`src/msu_pkg.sv`:
```
package msu_pkg;

    // microinstruction fields
    localparam int unsigned MSU_MI_W = 16;
    localparam int unsigned MSU_OPC_HI = 15;
    localparam int unsigned MSU_OPC_LO = 9;
    localparam int unsigned MSU_FLAG_BIT = 8;
    localparam int unsigned MSU_SRC_HI = 7;
    localparam int unsigned MSU_SRC_LO = 4;
    localparam int unsigned MSU_DST_HI = 3;
    localparam int unsigned MSU_DST_LO = 0;

    // opcode bits 15:9 of each shift family
    localparam logic [6:0] MSU_OPC_RLBC = 7'h44;
    localparam logic [6:0] MSU_OPC_SLW = 7'h47;
    localparam logic [6:0] MSU_OPC_RLWC = 7'h45;
    localparam logic [6:0] MSU_OPC_SRB = 7'h6e;
    localparam logic [6:0] MSU_OPC_RRBC = 7'h6c;

    // status register bit positions
    localparam int unsigned MSU_B_NB = 7;
    localparam int unsigned MSU_B_ZB = 6;
    localparam int unsigned MSU_B_HC = 5;
    localparam int unsigned MSU_B_CO = 4;
    localparam int unsigned MSU_B_N = 3;
    localparam int unsigned MSU_B_Z = 2;
    localparam int unsigned MSU_B_V = 1;
    localparam int unsigned MSU_B_C = 0;

    // apb map, byte addresses
    localparam logic [11:0] MSU_A_STATUS = 12'h000;
    localparam logic [11:0] MSU_A_ISSUE = 12'h004;
    localparam logic [11:0] MSU_A_COUNT = 12'h008;
    localparam logic [5:0] MSU_A_REGS_PAGE = 6'h01;

    // reset values
    localparam logic [7:0] MSU_STATUS_RST = 8'h00;
    localparam logic [15:0] MSU_OP_RST = 16'h0000;
    localparam logic [15:0] MSU_COUNT_RST = 16'h0000;
    localparam logic [7:0] MSU_BYTE_RST = 8'h00;

    typedef enum logic [2:0] {
        MSU_FAM_NONE,
        MSU_FAM_ROTATE_LEFT_BYTE_CARRY,
        MSU_FAM_SHIFT_LEFT_WORD,
        MSU_FAM_ROTATE_LEFT_WORD_CARRY,
        MSU_FAM_SHIFT_RIGHT_BYTE,
        MSU_FAM_ROTATE_RIGHT_BYTE_CARRY
    } msu_fam_t;

    typedef enum logic [1:0] {
        MSU_S_IDLE,
        MSU_S_EXEC,
        MSU_S_APB
    } msu_state_t;

    function automatic msu_fam_t msu_decode(input logic [15:0] w);
        msu_fam_t f;
        f = MSU_FAM_NONE;
        case (w[MSU_OPC_HI:MSU_OPC_LO])
            MSU_OPC_RLBC: f = MSU_FAM_ROTATE_LEFT_BYTE_CARRY;
            MSU_OPC_SLW: f = MSU_FAM_SHIFT_LEFT_WORD;
            MSU_OPC_RLWC: f = MSU_FAM_ROTATE_LEFT_WORD_CARRY;
            MSU_OPC_SRB: f = MSU_FAM_SHIFT_RIGHT_BYTE;
            MSU_OPC_RRBC: f = MSU_FAM_ROTATE_RIGHT_BYTE_CARRY;
            default: f = MSU_FAM_NONE;
        endcase
        return f;
    endfunction

endpackage

```
`src/msu_regfile.sv`:
```
`timescale 1ns/100ps
module msu_regfile #(
    parameter int unsigned AW = 4,
    parameter int unsigned DW = 8
) (
    input wire logic pclk,
    input wire logic presetn,
    input wire logic [AW-1:0] rd_addr0,
    input wire logic [AW-1:0] rd_addr1,
    output logic [DW-1:0] rd_data0,
    output logic [DW-1:0] rd_data1,
    input wire logic wr_en0,
    input wire logic [AW-1:0] wr_addr0,
    input wire logic [DW-1:0] wr_data0,
    input wire logic wr_en1,
    input wire logic [AW-1:0] wr_addr1,
    input wire logic [DW-1:0] wr_data1
);
    localparam int unsigned DEPTH = 1 << AW;
    logic [DW-1:0] mem_r [DEPTH];

    // port 1 wins a same-address collision; reads see old data
    for (genvar i = 0; i < DEPTH; i++) begin : g_word
        always_ff @(posedge pclk or negedge presetn) begin
            if (!presetn) begin
                mem_r[i] <= msu_pkg::MSU_BYTE_RST;
            end else if (wr_en1 && wr_addr1 == AW'(i)) begin
                mem_r[i] <= wr_data1;
            end else if (wr_en0 && wr_addr0 == AW'(i)) begin
                mem_r[i] <= wr_data0;
            end
        end
    end

    always_ff @(posedge pclk or negedge presetn) begin
        if (!presetn) begin
            rd_data0 <= msu_pkg::MSU_BYTE_RST;
            rd_data1 <= msu_pkg::MSU_BYTE_RST;
        end else begin
            rd_data0 <= mem_r[rd_addr0];
            rd_data1 <= mem_r[rd_addr1];
        end
    end
endmodule

```
`src/msu_top.sv`:
```
`timescale 1ns/100ps
// How it works
// - left byte shift, carry into bit zero
// - even source: pair shifted left into pair
// - odd source: byte sign-extended, then shifted
// - left word shift with carry in
// - right byte shift, zero into bit seven
// - right byte shift, carry into bit seven
// - byte status negative and zero from byte
// - word status negative and zero from word
// - half carry from bit three, left only
// - carry-out status is the shifted-off bit
// - left word flags: carry gets top bit
// - right byte flags: carry gets low bit
// - byte flags: negative and zero from byte
// - word flags: zero over all sixteen bits
// - left flags: overflow set, right keeps it
// - source untouched unless also destination
// - destination from low four field bits
module msu_top #(
    parameter int unsigned NREG_AW = 4
) (
    input wire logic pclk,
    input wire logic presetn,
    input wire logic psel,
    input wire logic penable,
    input wire logic pwrite,
    input wire logic [11:0] paddr,
    input wire logic [31:0] pwdata,
    output logic [31:0] prdata,
    output logic pready,
    output logic pslverr,
    input wire logic mi_valid,
    input wire logic [15:0] mi_word,
    output logic mi_ready,
    output logic op_done,
    output logic byte_negative_status,
    output logic byte_zero_status,
    output logic half_carry_status,
    output logic carry_out_status,
    output logic cc_n,
    output logic cc_z,
    output logic cc_v,
    output logic cc_c
);
    typedef struct packed {
        msu_pkg::msu_state_t state;
        logic [15:0] op;
        logic [7:0] stat;
        logic [15:0] cnt;
        logic [31:0] prdata;
        logic pready;
        logic pslverr;
        logic mi_ready;
        logic done;
    } msu_st_t;

    msu_st_t s_r;
    msu_st_t s_nxt;
    msu_pkg::msu_fam_t fam_w;
    logic [7:0] rd0;
    logic [7:0] rd1;
    logic [NREG_AW-1:0] ra0;
    logic [NREG_AW-1:0] ra1;
    logic we0;
    logic we1;
    logic [NREG_AW-1:0] wa0;
    logic [NREG_AW-1:0] wa1;
    logic [7:0] wd0;
    logic [7:0] wd1;
    logic start;
    logic exec;
    logic [15:0] src16;
    logic [15:0] res16;
    logic sh_out;
    logic hc;
    logic ovf;
    logic is_word;
    logic is_left;
    logic upd;
    logic c_in;

    assign fam_w = msu_pkg::msu_decode(s_r.op);
    assign exec = s_r.state == msu_pkg::MSU_S_EXEC;
    assign upd = s_r.op[msu_pkg::MSU_FLAG_BIT];
    assign c_in = s_r.stat[msu_pkg::MSU_B_C];
    // odd source field: sign-extend the single byte
    assign src16 = s_r.op[msu_pkg::MSU_SRC_LO] ? {{8{rd0[7]}}, rd0} : {rd1, rd0};

    msu_regfile #(
        .AW(NREG_AW),
        .DW(8)
    ) u_regs (
        .pclk(pclk),
        .presetn(presetn),
        .rd_addr0(ra0),
        .rd_addr1(ra1),
        .rd_data0(rd0),
        .rd_data1(rd1),
        .wr_en0(we0),
        .wr_addr0(wa0),
        .wr_data0(wd0),
        .wr_en1(we1),
        .wr_addr1(wa1),
        .wr_data1(wd1)
    );

    // shift datapath
    always_comb begin
        res16 = 16'h0000;
        sh_out = 1'b0;
        hc = 1'b0;
        ovf = 1'b0;
        is_word = 1'b0;
        is_left = 1'b0;
        unique case (fam_w)
            msu_pkg::MSU_FAM_ROTATE_LEFT_BYTE_CARRY: begin
                res16 = {8'h00, rd0[6:0], c_in};
                sh_out = rd0[7];
                hc = rd0[3];
                ovf = rd0[7] ^ rd0[6];
                is_left = 1'b1;
            end
            msu_pkg::MSU_FAM_SHIFT_LEFT_WORD: begin
                res16 = {src16[14:0], 1'b0};
                sh_out = src16[15];
                hc = src16[3];
                ovf = src16[15] ^ src16[14];
                is_word = 1'b1;
                is_left = 1'b1;
            end
            msu_pkg::MSU_FAM_ROTATE_LEFT_WORD_CARRY: begin
                res16 = {src16[14:0], c_in};
                sh_out = src16[15];
                hc = src16[3];
                ovf = src16[15] ^ src16[14];
                is_word = 1'b1;
                is_left = 1'b1;
            end
            msu_pkg::MSU_FAM_SHIFT_RIGHT_BYTE: begin
                res16 = {8'h00, 1'b0, rd0[7:1]};
                sh_out = rd0[0];
            end
            msu_pkg::MSU_FAM_ROTATE_RIGHT_BYTE_CARRY: begin
                res16 = {8'h00, c_in, rd0[7:1]};
                sh_out = rd0[0];
            end
            msu_pkg::MSU_FAM_NONE: begin
                res16 = 16'h0000;
            end
        endcase
    end

    always_comb begin
        s_nxt = s_r;
        s_nxt.done = 1'b0;
        s_nxt.pready = 1'b0;
        s_nxt.pslverr = 1'b0;
        start = 1'b0;
        ra0 = s_r.op[msu_pkg::MSU_SRC_HI:msu_pkg::MSU_SRC_LO];
        ra1 = NREG_AW'(ra0 + 1'b1);
        we0 = 1'b0;
        we1 = 1'b0;
        wa0 = s_r.op[msu_pkg::MSU_DST_HI:msu_pkg::MSU_DST_LO];
        wa1 = NREG_AW'(wa0 + 1'b1);
        wd0 = res16[7:0];
        wd1 = res16[15:8];
        unique case (s_r.state)
            msu_pkg::MSU_S_IDLE: begin
                if (mi_valid && s_r.mi_ready) begin
                    start = 1'b1;
                    s_nxt.op = mi_word;
                end else if (psel && penable && !s_r.pready) begin
                    // apb is served only while no shift is in flight
                    s_nxt.pready = 1'b1;
                    s_nxt.prdata = 32'h0000_0000;
                    if (paddr[11:6] == msu_pkg::MSU_A_REGS_PAGE && paddr[1:0] == 2'b00) begin
                        if (pwrite) begin
                            we0 = 1'b1;
                            wa0 = paddr[NREG_AW+1:2];
                            wd0 = pwdata[7:0];
                        end else begin
                            ra0 = paddr[NREG_AW+1:2];
                            s_nxt.pready = 1'b0;
                            s_nxt.state = msu_pkg::MSU_S_APB;
                        end
                    end else if (paddr == msu_pkg::MSU_A_STATUS) begin
                        if (pwrite) begin
                            s_nxt.stat = pwdata[7:0];
                        end
                        s_nxt.prdata = {24'h000000, s_r.stat};
                    end else if (paddr == msu_pkg::MSU_A_ISSUE) begin
                        if (pwrite) begin
                            start = 1'b1;
                            s_nxt.op = pwdata[15:0];
                        end
                        s_nxt.prdata = {16'h0000, s_r.op};
                    end else if (paddr == msu_pkg::MSU_A_COUNT) begin
                        s_nxt.prdata = {16'h0000, s_r.cnt};
                    end else begin
                        s_nxt.pslverr = 1'b1;
                    end
                end
                if (start) begin
                    ra0 = s_nxt.op[msu_pkg::MSU_SRC_HI:msu_pkg::MSU_SRC_LO];
                    ra1 = NREG_AW'(ra0 + 1'b1);
                    s_nxt.state = msu_pkg::MSU_S_EXEC;
                end
            end
            msu_pkg::MSU_S_EXEC: begin
                s_nxt.state = msu_pkg::MSU_S_IDLE;
                s_nxt.done = 1'b1;
                s_nxt.cnt = 16'(s_r.cnt + 1'b1);
                // only the destination is written
                if (fam_w != msu_pkg::MSU_FAM_NONE) begin
                    we0 = 1'b1;
                    we1 = is_word;
                    if (is_word) begin
                        s_nxt.stat[msu_pkg::MSU_B_NB] = res16[15];
                        s_nxt.stat[msu_pkg::MSU_B_ZB] = res16 == 16'h0000;
                    end else begin
                        s_nxt.stat[msu_pkg::MSU_B_NB] = res16[7];
                        s_nxt.stat[msu_pkg::MSU_B_ZB] = res16[7:0] == 8'h00;
                    end
                    if (is_left) begin
                        s_nxt.stat[msu_pkg::MSU_B_HC] = hc;
                    end
                    s_nxt.stat[msu_pkg::MSU_B_CO] = sh_out;
                    if (upd) begin
                        // condition codes move only for the flag variant
                        s_nxt.stat[msu_pkg::MSU_B_N] = is_word ? res16[15] : res16[7];
                        s_nxt.stat[msu_pkg::MSU_B_Z] = is_word ? res16 == 16'h0000 : res16[7:0] == 8'h00;
                        s_nxt.stat[msu_pkg::MSU_B_C] = sh_out;
                        if (is_left) begin
                            s_nxt.stat[msu_pkg::MSU_B_V] = ovf;
                        end
                    end
                end
            end
            msu_pkg::MSU_S_APB: begin
                s_nxt.state = msu_pkg::MSU_S_IDLE;
                s_nxt.prdata = {24'h000000, rd0};
                s_nxt.pready = 1'b1;
            end
            default: begin
                s_nxt.state = msu_pkg::MSU_S_IDLE;
            end
        endcase
        // ready only for a cycle that will sit in idle
        s_nxt.mi_ready = s_nxt.state == msu_pkg::MSU_S_IDLE;
    end

    always_ff @(posedge pclk or negedge presetn) begin
        if (!presetn) begin
            s_r.state <= msu_pkg::MSU_S_IDLE;
            s_r.op <= msu_pkg::MSU_OP_RST;
            s_r.stat <= msu_pkg::MSU_STATUS_RST;
            s_r.cnt <= msu_pkg::MSU_COUNT_RST;
            s_r.prdata <= 32'h0000_0000;
            s_r.pready <= 1'b0;
            s_r.pslverr <= 1'b0;
            s_r.mi_ready <= 1'b0;
            s_r.done <= 1'b0;
        end else begin
            s_r <= s_nxt;
        end
    end

    assign prdata = s_r.prdata;
    assign pready = s_r.pready;
    assign pslverr = s_r.pslverr;
    assign mi_ready = s_r.mi_ready;
    assign op_done = s_r.done;
    assign byte_negative_status = s_r.stat[msu_pkg::MSU_B_NB];
    assign byte_zero_status = s_r.stat[msu_pkg::MSU_B_ZB];
    assign half_carry_status = s_r.stat[msu_pkg::MSU_B_HC];
    assign carry_out_status = s_r.stat[msu_pkg::MSU_B_CO];
    assign cc_n = s_r.stat[msu_pkg::MSU_B_N];
    assign cc_z = s_r.stat[msu_pkg::MSU_B_Z];
    assign cc_v = s_r.stat[msu_pkg::MSU_B_V];
    assign cc_c = s_r.stat[msu_pkg::MSU_B_C];

    logic acc_mi;
    assign acc_mi = mi_valid && mi_ready && s_r.state == msu_pkg::MSU_S_IDLE;
endmodule

```
`config.mk`:
```
export PLATFORM = sky130hd
export DESIGN_NAME = msu_top
export DESIGN_NICKNAME = d
export VERILOG_FILES = /design/src/msu_pkg.sv /design/src/msu_regfile.sv /design/src/msu_top.sv
export SDC_FILE = /design/constraint.sdc
export NUM_CORES = 1
export LEC_CHECK = 0
export ABC_CLOCK_PERIOD_IN_PS = 3300
export BUFFER_PORTS_ARGS = -buffer_cell sky130_fd_sc_hd__buf_2
export CAP_MARGIN = 0
export CORE_ASPECT_RATIO = 1.75
export CORE_MARGIN = 2
export CORE_UTILIZATION = 55
export CTS_CLUSTER_DIAMETER = 100
export CTS_CLUSTER_SIZE = 14
export DETAILED_ROUTE_END_ITERATION = 10
export GPL_TIMING_DRIVEN = 1
export PLACE_DENSITY = 0.74
export SYNTH_ARGS = -nofsm -noshare
export SYNTH_HDL_FRONTEND = slang
export SYNTH_SLANG_ARGS = --single-unit
```
`constraint.sdc`:
```
create_clock -name pclk -period 3.3 [get_ports pclk]
set_input_delay 0.495 -clock pclk [delete_from_list [all_inputs] [get_ports pclk]]
set_output_delay 0.495 -clock pclk [all_outputs]
set_load 0.1 [all_outputs]
```
# Word level (Yosys, flattened, before mapping)
# Index checks and enable logic that the tools add are counted.
# totals
input_bits	66
regBits	222
out_inout_bits	44
wordCells	288
# classes
reduce_logical	74
order_cmp	2
n_addsub	4
n_bitwise	4
mux	115
n_eq_ne	58
# op_table
operator	n
2-to-1 mux 8 bit	45
2-to-1 mux 16 bit	7
2-to-1 mux 32 bit	3
one-hot mux 16 bit (6 select lines)	1
2-to-1 mux 34 bit	2
one-hot mux 33 bit (2 select lines)	1
binary-select mux 8 bit (select 4 bit)	2
equality test 4 bit, second input constant	16
2-to-1 mux 4 bit	14
logical AND 1 bit	36
nonzero test 2 bit	18
equality test 7 bit, second input constant	5
equality test 4 x 3 -> 1 bit, second input constant	8
2-to-1 mux 1 bit	26
2-to-1 mux 26 bit	1
2-to-1 mux 24 bit	1
adder 16 x 1 -> 16 bit, second input constant	1
equality test 4 x 2 -> 1 bit, second input constant	4
logical NOT 16 bit	1
one-hot mux 8 bit (2 select lines)	1
AND reduction 8 bit	2
inequality test 3 bit, second input constant	5
one-hot mux 3 bit (5 select lines)	1
adder 4 x 1 -> 4 bit, second input constant	3
30 further kinds	53

# Logic depth before layout (Yosys ltp)
# Gate-level depths: netlist of the first run.
# depth
ltp_word	14
ltp_mapped	14
depth_no_buf	11

# By module
# A second synthesis of the first run with hierarchy kept.
# hier_totals
hier_cells	1425
area_unflattened_um2	12942.4
# by_module_without_submodules
mod	n_inst	seq_area_each_um2	cells_each	area_per_inst_um2
msu_regfile	1	3603.5	966	8992.4
msu_top	1	1551.5	459	3950.0

# Worst setup path after synthesis of the first run
# OpenSTA, ideal clock, no wires.
# synth_path
path_kind	register to register
startpoint	register pready (netlist name)
endpoint	register u_regs.rd_data1[3]
arrival_time_ps	3290
n_path_buf	3
setup_slack_ps	-131
stages_incl_launch_ff	15
setup_time_ps	141
required_ps	3159
period_less_slack_ps	3431
cell_sequence	dfrtp_1 > and3b_1 > and3_1 > buf_2 > a31o_1 > o22ai_1 > inv_1 > ha_1 > a32oi_1 > buf_2 > buf_2 > mux2i_1 > mux2i_1 > mux2i_1 > mux2i_1
# synth_between
elab_chain_cells	12
elab_cells_between_ends	15
classes_between	add/sub: 1; mux: 11; bitwise: 1; reduce/logical: 2
# synth_rtl
element	line	rtl
logical NOT 1 bit (*)	msu_top.sv:173	end else if (psel && penable && !s_r.pready) begin
logical AND 1 bit (*)	msu_top.sv:173	
2-to-1 mux 26 bit	msu_top.sv:173	
2-to-1 mux 16 bit	msu_top.sv:170	if (mi_valid && s_r.mi_ready) begin
2-to-1 mux 16 bit	msu_top.sv:168	unique case (s_r.state)
adder 4 x 1 -> 4 bit	msu_top.sv:206	ra1 = NREG_AW'(ra0 + 1'b1);
2-to-1 mux 4 bit (*)	msu_top.sv:204	if (start) begin
2-to-1 mux 4 bit (*)	msu_top.sv:168	
inverter 4 -> 5 bit (not written as such) (*)	msu_regfile.sv:41	rd_data1 <= mem_r[rd_addr1];
binary-select mux 8 bit (select 4 bit) (*)	msu_regfile.sv:41	
2-to-1 mux 8 bit (not written as such) (*) (2 in a row)	msu_regfile.sv:41	
to (signal assigned)	msu_regfile.sv:38	rd_data1 <= msu_pkg::MSU_BYTE_RST;
to (signal assigned)	msu_regfile.sv:41	
to (decl)	msu_regfile.sv:11	output logic [DW-1:0] rd_data1,
# Every way passes the cells marked *; elsewhere a longest branch is shown, timed or not. The select of a mux whose other input is x is not followed.
# A chain may end at the register's enable or synchronous reset.

# Final worst setup path of the first run
# layout_path
startpoint	register pready (netlist name)
endpoint	register u_regs.rd_data0[7]
# layout_between
elab_chain_cells	11
elab_cells_between_ends	16
classes_between	mux: 13; bitwise: 1; reduce/logical: 2
# layout_rtl
element	line	rtl
logical NOT 1 bit (*)	msu_top.sv:173	
logical AND 1 bit (*)	msu_top.sv:173	
2-to-1 mux 26 bit or 2-to-1 mux 1 bit (tied branches)	msu_top.sv:173	
2-to-1 mux 16 bit or 2-to-1 mux 1 bit (tied branches)	msu_top.sv:170	
2-to-1 mux 16 bit or 2-to-1 mux 1 bit (tied branches)	msu_top.sv:168	
2-to-1 mux 4 bit (*)	msu_top.sv:204	
2-to-1 mux 4 bit (*)	msu_top.sv:168	
inverter 4 -> 5 bit (not written as such) (*)	msu_regfile.sv:40	rd_data0 <= mem_r[rd_addr0];
binary-select mux 8 bit (select 4 bit) (*)	msu_regfile.sv:40	
2-to-1 mux 8 bit (not written as such) (*) (2 in a row)	msu_regfile.sv:40	
to (signal assigned)	msu_regfile.sv:37	rd_data0 <= msu_pkg::MSU_BYTE_RST;
to (signal assigned)	msu_regfile.sv:40	
to (decl)	msu_regfile.sv:10	output logic [DW-1:0] rd_data0,
# Marks and branches as above.

==> flow_summary_export.csv, run 1 <==
group,metric,value,unit
logic_synthesis,synthCells,1337,
timing,finalCritPeriodShare,96.2,%
route,detail_route.iter0.violations,1144,
die,rows,73,
worst_setup_path,r2r-end,"u_regs.rd_data0[7]",
logic_synthesis,synth_top_family_by_area,"multiplexers",
clock_tree,insertion_delay,0.51,ns
route,vias_per_cell,6.38,
timing,period_needed,3.17,ns
route,ant_nets,0,
route,totalWireLength,43.8,mm
layout,layout.cells.non_filler,1774,
die,coreArea,22700,sq um
timing,rsz0062_at_grt,"false",
worst_setup_path,timing.rr.start,"pready",
run_status,status,"finished, violations left",
logic_synthesis,synth-compound-area-share,17.3,%
worst_setup_path,cp_max_fo,12,
layout,drive_gt1_share,18.6,%
grt,overflow,0,
die,dieHeight,206,um
job,maxCapViolations,0,
layout,final_common_cell,"mux2i_1",
power,ir_drop,0.421,mV
worst_setup_path,path_cells,"and3b_1 > buf_4 > nand3_1 > o21ai_4 > nor2_4 > a221oi_4 > buf_12 > mux2i_1 > o22ai_1 > or4_1",
layout,regArea,5160,sq um
layout,final_cell_mix,"mux2i_1, dfrtp_1, nand2_1, buf_4, o21ai_1",
timing,skew,0.0203,ns
route,route.detailed.drc,0,
worst_setup_path,max_stage_delay,0.62,ns
placed_design,io_buffers,77,
logic_synthesis,synth_area,12800,sq um
placed_design,placed_cells,1751,
logic_synthesis,synth_enable_flop_cells,0,
layout,area_growth,15.4,%
clock_tree,cts_buffers,18,
route,firstDrtPassIters,6,
layout,nets,1540,
die,ios,110,
logic_synthesis,ys_seq_area_share,40.4,%
worst_setup_path,path_buf_inv,2,
worst_setup_path,startpoint,"pready",
placed_design,dp_hpwl,32.5,mm
worst_setup_path,end_kind,"flip-flop",
placed_design,routabilityCongestion,1.10,
timing,max-slew-margin-rel,40.1,%
power,power,8.87,mW
worst_setup_path,cpLargestDelayFamily,"simple AND/OR/NAND/NOR gates",
grt,grt_max_degree,86,
clock_tree,h-tree-depth,1,
clock_tree,clkSinkCount,206,
run_status,violations,"negative hold slack",
die,initial_utilization,56.1,%
worst_setup_path,critPathSlowestCell,"or4_1",
logic_synthesis,yosys.area_share.adder,0.294,%
timing,setup-violations-final,0,
layout,fill_cells,1838,
power,power-per-cell-area,602,nW/um^2
clock_tree,ctsLongestPathBuffers,3,
worst_setup_path,worst-r2r-setup-slack,0.13,ns
clock_tree,clkTransAtPathRegs,0.08,ns
worst_setup_path,critPathLaunchType,"flip-flop",
logic_synthesis,yosys_warnings,0,
logic_synthesis,synth_seq_cells,206,
worst_setup_path,cp.arrival,3.53,ns
logic_synthesis,synth_top_flop_cell,"dfrtp_1",
timing,finalHoldViolations,3,
worst_setup_path,critical_path_class,"reg -> reg",
worst_setup_path,critical_path_required,3.66,ns
layout,multiInputGateArea,7010,sq um
die,die_w,119,um
clock_tree,cts_tree,"yes",
timing,worstMarginPinSlew,0.891,ns
grt,antenna_found_initial,1,
timing,fmax,0.315,GHz
logic_synthesis,synth_cell_types,74,
logic_synthesis,muxShareOfSynthArea,22.1,%
clock_tree,clock-root-buffer,"clkbuf_16",
power,p_leak,7.03,nW
route,wl_per_cell,24.7,um
route,vias,11300,
worst_setup_path,crit_end,"u_regs.rd_data0[7]",
clock_tree,cts_setup_buffers,0,
worst_setup_path,reg2regPathDepth,10,
logic_synthesis,yosys.area_share.simple,13.0,%
grt,grt_pass1_vias,11300,
die,dieArea,24500,sq um
grt,grt_pass1_wl,65.7,mm
logic_synthesis,synthXorXnorAreaFrac,1.44,%
logic_synthesis,syn_area_per_cell,9.55,sq um
grt,grt_use_total,35.6,%
timing,slew_viol_final,0,
worst_setup_path,cp.depth,10,
logic_synthesis,synthArstFlopShare,100,%
min_path,worstHoldPathType,"in -> async",
timing,hold_ws,-0.0153,ns
==> cells by family after synthesis <==
kind of cell	Yosys count
other cells	1
fa+ha+maj	3
xor+xnor	21
mux	282
flops	206
compound gates	335
buf+inv	137
simple gates	352
==> cells in the mapped netlist (all sizes together) (9+ instances only) <==
library cell / number / area, sq um
mux2i: 278 / 2780
dfrtp: 206 / 5150
nand2: 181 / 679
o21ai: 136 / 696
nor2: 74 / 298
buf: 73 / 452
o22ai: 47 / 294
a21oi: 43 / 219
clkbuf: 42 / 159
a221o: 23 / 230
inv: 22 / 82.6
nand3: 20 / 110
a22oi: 16 / 120
xnor2: 15 / 131
o21a: 14 / 106
nor3: 12 / 80.1
or4: 11 / 82.6
and2: 9 / 58.8
nand4: 9 / 71.3
==> flip-flops by register name, indices dropped and copies added, names as in the netlist, 8 cells and up <==
signal / flops
u_regs.rd_data1: 8
s_r: 34
u_regs.mem_r: 128
prdata: 16
u_regs.rd_data0: 8
==> final cells by class <==
class	instances	area share, %
Tap cell	300	2.55
Multi-Input combinational cell	1009	47.6
Timing Repair Buffer	214	10.8
Clock inverter	1	0.204
Inverter	22	0.560
Sequential cell	206	35.0
Antenna cell	1	0.0170
Clock buffer	21	3.28
==> per-stage QoR <==
step | setup TNS, ns | setup slack, ns | hold slack (ns) | util, % | instance area (sq um)
2_1_floorplan | 0 | 0.141 | 0.199 | - | 12800
3_3_place_gp | 0 | 0.0147 | 0.457 | 62.5 | 14200
3_5_place_dp | -0.102 | -0.0429 | 0.465 | 62.5 | 14200
4_1_cts | 0 | 0.191 | 0.0674 | 64.8 | 14700
5_1_grt | 0 | 0.00803 | 0.0739 | 64.8 | 14700
6_report | 0 | 0.125 | -0.0153 | 64.8 | 14700
==> worst min-delay path by stage <==
stage,from,to,slack (ns),cells after the start
global placement,prdata[9],prdata[9],0.46,2
CTS,presetn,mi_ready,0.07,1
finish,presetn,s_r[65],-0.02,1
global route,presetn,s_r[65],0.07,1
detailed placement,prdata[8],prdata[8],0.47,2
floorplan,presetn,byte_negative_status,0.20,0
==> power by group <==
part           switching, mW  internal [mW]  total (mW)  leakage (nW)
Sequential             0.505           2.96        3.46          2.23
Clock                  0.938           1.10        2.04         0.251
Combinational           2.00           1.37        3.37          4.55
Total                   3.44           5.43        8.87          7.03
==> metal layers <==
metal	wire, um	GRT usage (%)
met5	0	0
met1	15400	37.9
met3	2540	5.27
met2	21300	61.0
met4	4510	31.6
==> what timing repair did <==
item                                    CTS  global route
endpoints found under the setup margin    0             3
gates resized for setup                   0             2
hold buffers                              0             0
Power figures use the tool's default switching activity.
==> run 2, diff against run 1 <==
==> constraint.sdc (replaced) <==
create_clock -name pclk -period 3.3 [get_ports pclk]
set_input_delay 0.99 -clock pclk [delete_from_list [all_inputs] [get_ports pclk]]
set_output_delay 0.99 -clock pclk [all_outputs]
set_load 0.1 [all_outputs]
==> flow_summary_export.csv, run 2 (synthesis gave the netlist of run 1 again) <==
group,metric,value,unit
timing,worstMarginPinSlew,1.29,ns
die,rows,73,
min_path,worstHoldPathType,"in -> async",
worst_setup_path,end_kind,"flip-flop",
layout,area_growth,22.9,%
route,route.detailed.drc,0,
power,p_leak,7.48,nW
clock_tree,cts.hold.buffers_added,0,
die,die_w,119,um
die,initial_utilization,56.1,%
route,ant_nets,0,
die,ios,110,
route,wl_per_cell,26.6,um
clock_tree,clkSinkCount,206,
job,maxCapViolations,0,
route,detail_route.iter0.violations,1268,
die,coreArea,22700,sq um
layout,regArea,5160,sq um
timing,period_needed,3.31,ns
layout,final_common_cell,"mux2i_1",
timing,setup-violations-final,3,
layout,regMostFlops,"u_regs.mem_r",
clock_tree,ctsLongestPathBuffers,3,
clock_tree,cts_buffers,18,
route,vias,12000,
route,totalWireLength,48.9,mm
layout,fin_util,69.0,%
timing,skew,0.0182,ns
clock_tree,clkTransAtPathRegs,0.08,ns
timing,finalCritPeriodShare,100,%
timing,slew_viol_final,0,
clock_tree,insertion_delay,0.52,ns
grt,overflow,0,
worst_setup_path,critical_path_class,"in -> reg",
timing,max-slew-margin-rel,13.4,%
die,dieArea,24500,sq um
layout,multiInputGateArea,7120,sq um
worst_setup_path,max_stage_delay,0.31,ns
grt,grt_use_total,38.8,%
route,wl_met1,16.2,mm
layout,drive_gt1_share,23.6,%
worst_setup_path,cp.arrival,3.70,ns
run_status,status,"finished, violations left",
worst_setup_path,critical_path_required,3.69,ns
route,firstDrtPassIters,6,
clock_tree,clock-root-buffer,"clkbuf_16",
route,route.met3.wl,3.76,mm
run_status,violations,"negative setup slack",
placed_design,routabilityCongestion,1.09,
timing,fmax,0.302,GHz
layout,largest_reg_flops,128,
timing,timing.final.ws_setup,-0.0130,ns
grt,grt_max_degree,67,
grt,grt_pass1_vias,11800,
grt,grt_pass1_wl,70.8,mm
clock_tree,h-tree-depth,1,
layout,final_cell_mix,"mux2i_1, dfrtp_1, nand2_1, buf_4, o21ai_1",
timing,finalHoldViolations,0,
clock_tree,cts_tree,"yes",
timing,rsz0062_at_grt,"true",
placed_design,dp_slack,-0.664,ns
power,power-per-cell-area,606,nW/um^2
die,dieHeight,206,um
layout,nets,1605,
placed_design,io_buffers,77,
power,ir_drop,0.422,mV
route,vias_per_cell,6.54,
grt,antenna_found_initial,2,
worst_setup_path,critPathLaunchType,"input port",
placed_design,dp_hpwl,34.4,mm
route,top_layer_used,"met5",
worst_setup_path,path_cells,"buf_2 > nor3_1 > nand3_2 > o21ai_1 > o2bb2ai_1 > inv_1 > ha_4 > a32oi_4 > buf_12 > clkbuf_16 > buf_6 > mux2i_1 > mux2i_1 > buf_4 > mux2i_1 > mux2i_1",
worst_setup_path,critPathSlowestCell,"nor3_1",
layout,reg_top3,"u_regs.mem_r (128), s_r (34), prdata (16)",
route,wl_met2,23.8,mm
layout,fill_cells,1764,
worst_setup_path,cp_common_cell,"mux2i_1",
worst_setup_path,cp_max_fo,6,
-- run 2: critical path, delay by kind of cell --
kind | cells | cell delay [ns]
muxes | 4 | 0.52
AOI/OAI and AO/OA | 3 | 0.59
and+or+nand+nor | 2 | 0.48
buffers and inverters | 6 | 0.83
adders and majority gates | 1 | 0.26
-- run 2: layer usage --
layer | track usage, % | vias up
li1 | - | 5235
met1 | 40.3 | 5829
met2 | 67.3 | 682
met3 | 7.12 | 264
met4 | 32.8 | 2
met5 | 0 | -
-- run 2: cell type report --
type                    instances  share of cell area [%]
flip-flops and latches        206                    32.9
clock inverters                 1                   0.191
clock buffers                  20                    3.05
inverters                      22                   0.526
well taps                     300                    2.39
repair buffers                279                    15.6
multi-input cells            1009                    45.4
diodes                          1                  0.0159
-- run 2: where the power goes --
group / internal [mW] / switching [mW] / total [mW]
Sequential: 2.96 / 0.533 / 3.49
Clock: 1.10 / 0.954 / 2.05
Combinational: 1.74 / 2.23 / 3.98
-- run 2: worst paths after layout --
check                           cells past startpoint  slack, ns            endpoint       start
worst min register to register                      2       0.47          prdata[10]  prdata[10]
worst max register to register                     16       0.17  u_regs.rd_data1[1]      pready
max in group asynchronous                           2       2.04    u_regs.mem_r[36]     presetn
worst min-delay path                                1       0.43    u_regs.mem_r[96]     presetn
worst max-delay path                               16      -0.01  u_regs.rd_data1[1]    paddr[6]
min in group pclk                                   2       0.47          prdata[10]  prdata[10]
-- run 2: what timing repair did --
action	CTS	global route
pin swaps	4	12
setup buffers	2	13
resized for setup	6	30
cloned	2	4
endpoints found under the hold margin	0	0
endpoints found under the setup margin	8	48
-- run 2: metrics by stage --
| step | total power [mW] | TNS, ns | instance area, sq um | hold slack [ns] | std cells |
|---|---|---|---|---|---|
| after global placement | 6.83 | -11.89 | 14800 | 0.459 | 1799 |
| after CTS | 9.09 | -0.0301 | 15400 | 0.443 | 1824 |
| after global routing | 9.80 | -0.492 | 15700 | 0.468 | 1837 |
| after floorplan | 5.61 | -0.343 | 12900 | 0.446 | 1352 |
| final | 9.52 | -0.0219 | 15700 | 0.428 | 1838 |
| after detailed placement | 6.92 | -16.22 | 14800 | 0.466 | 1799 |
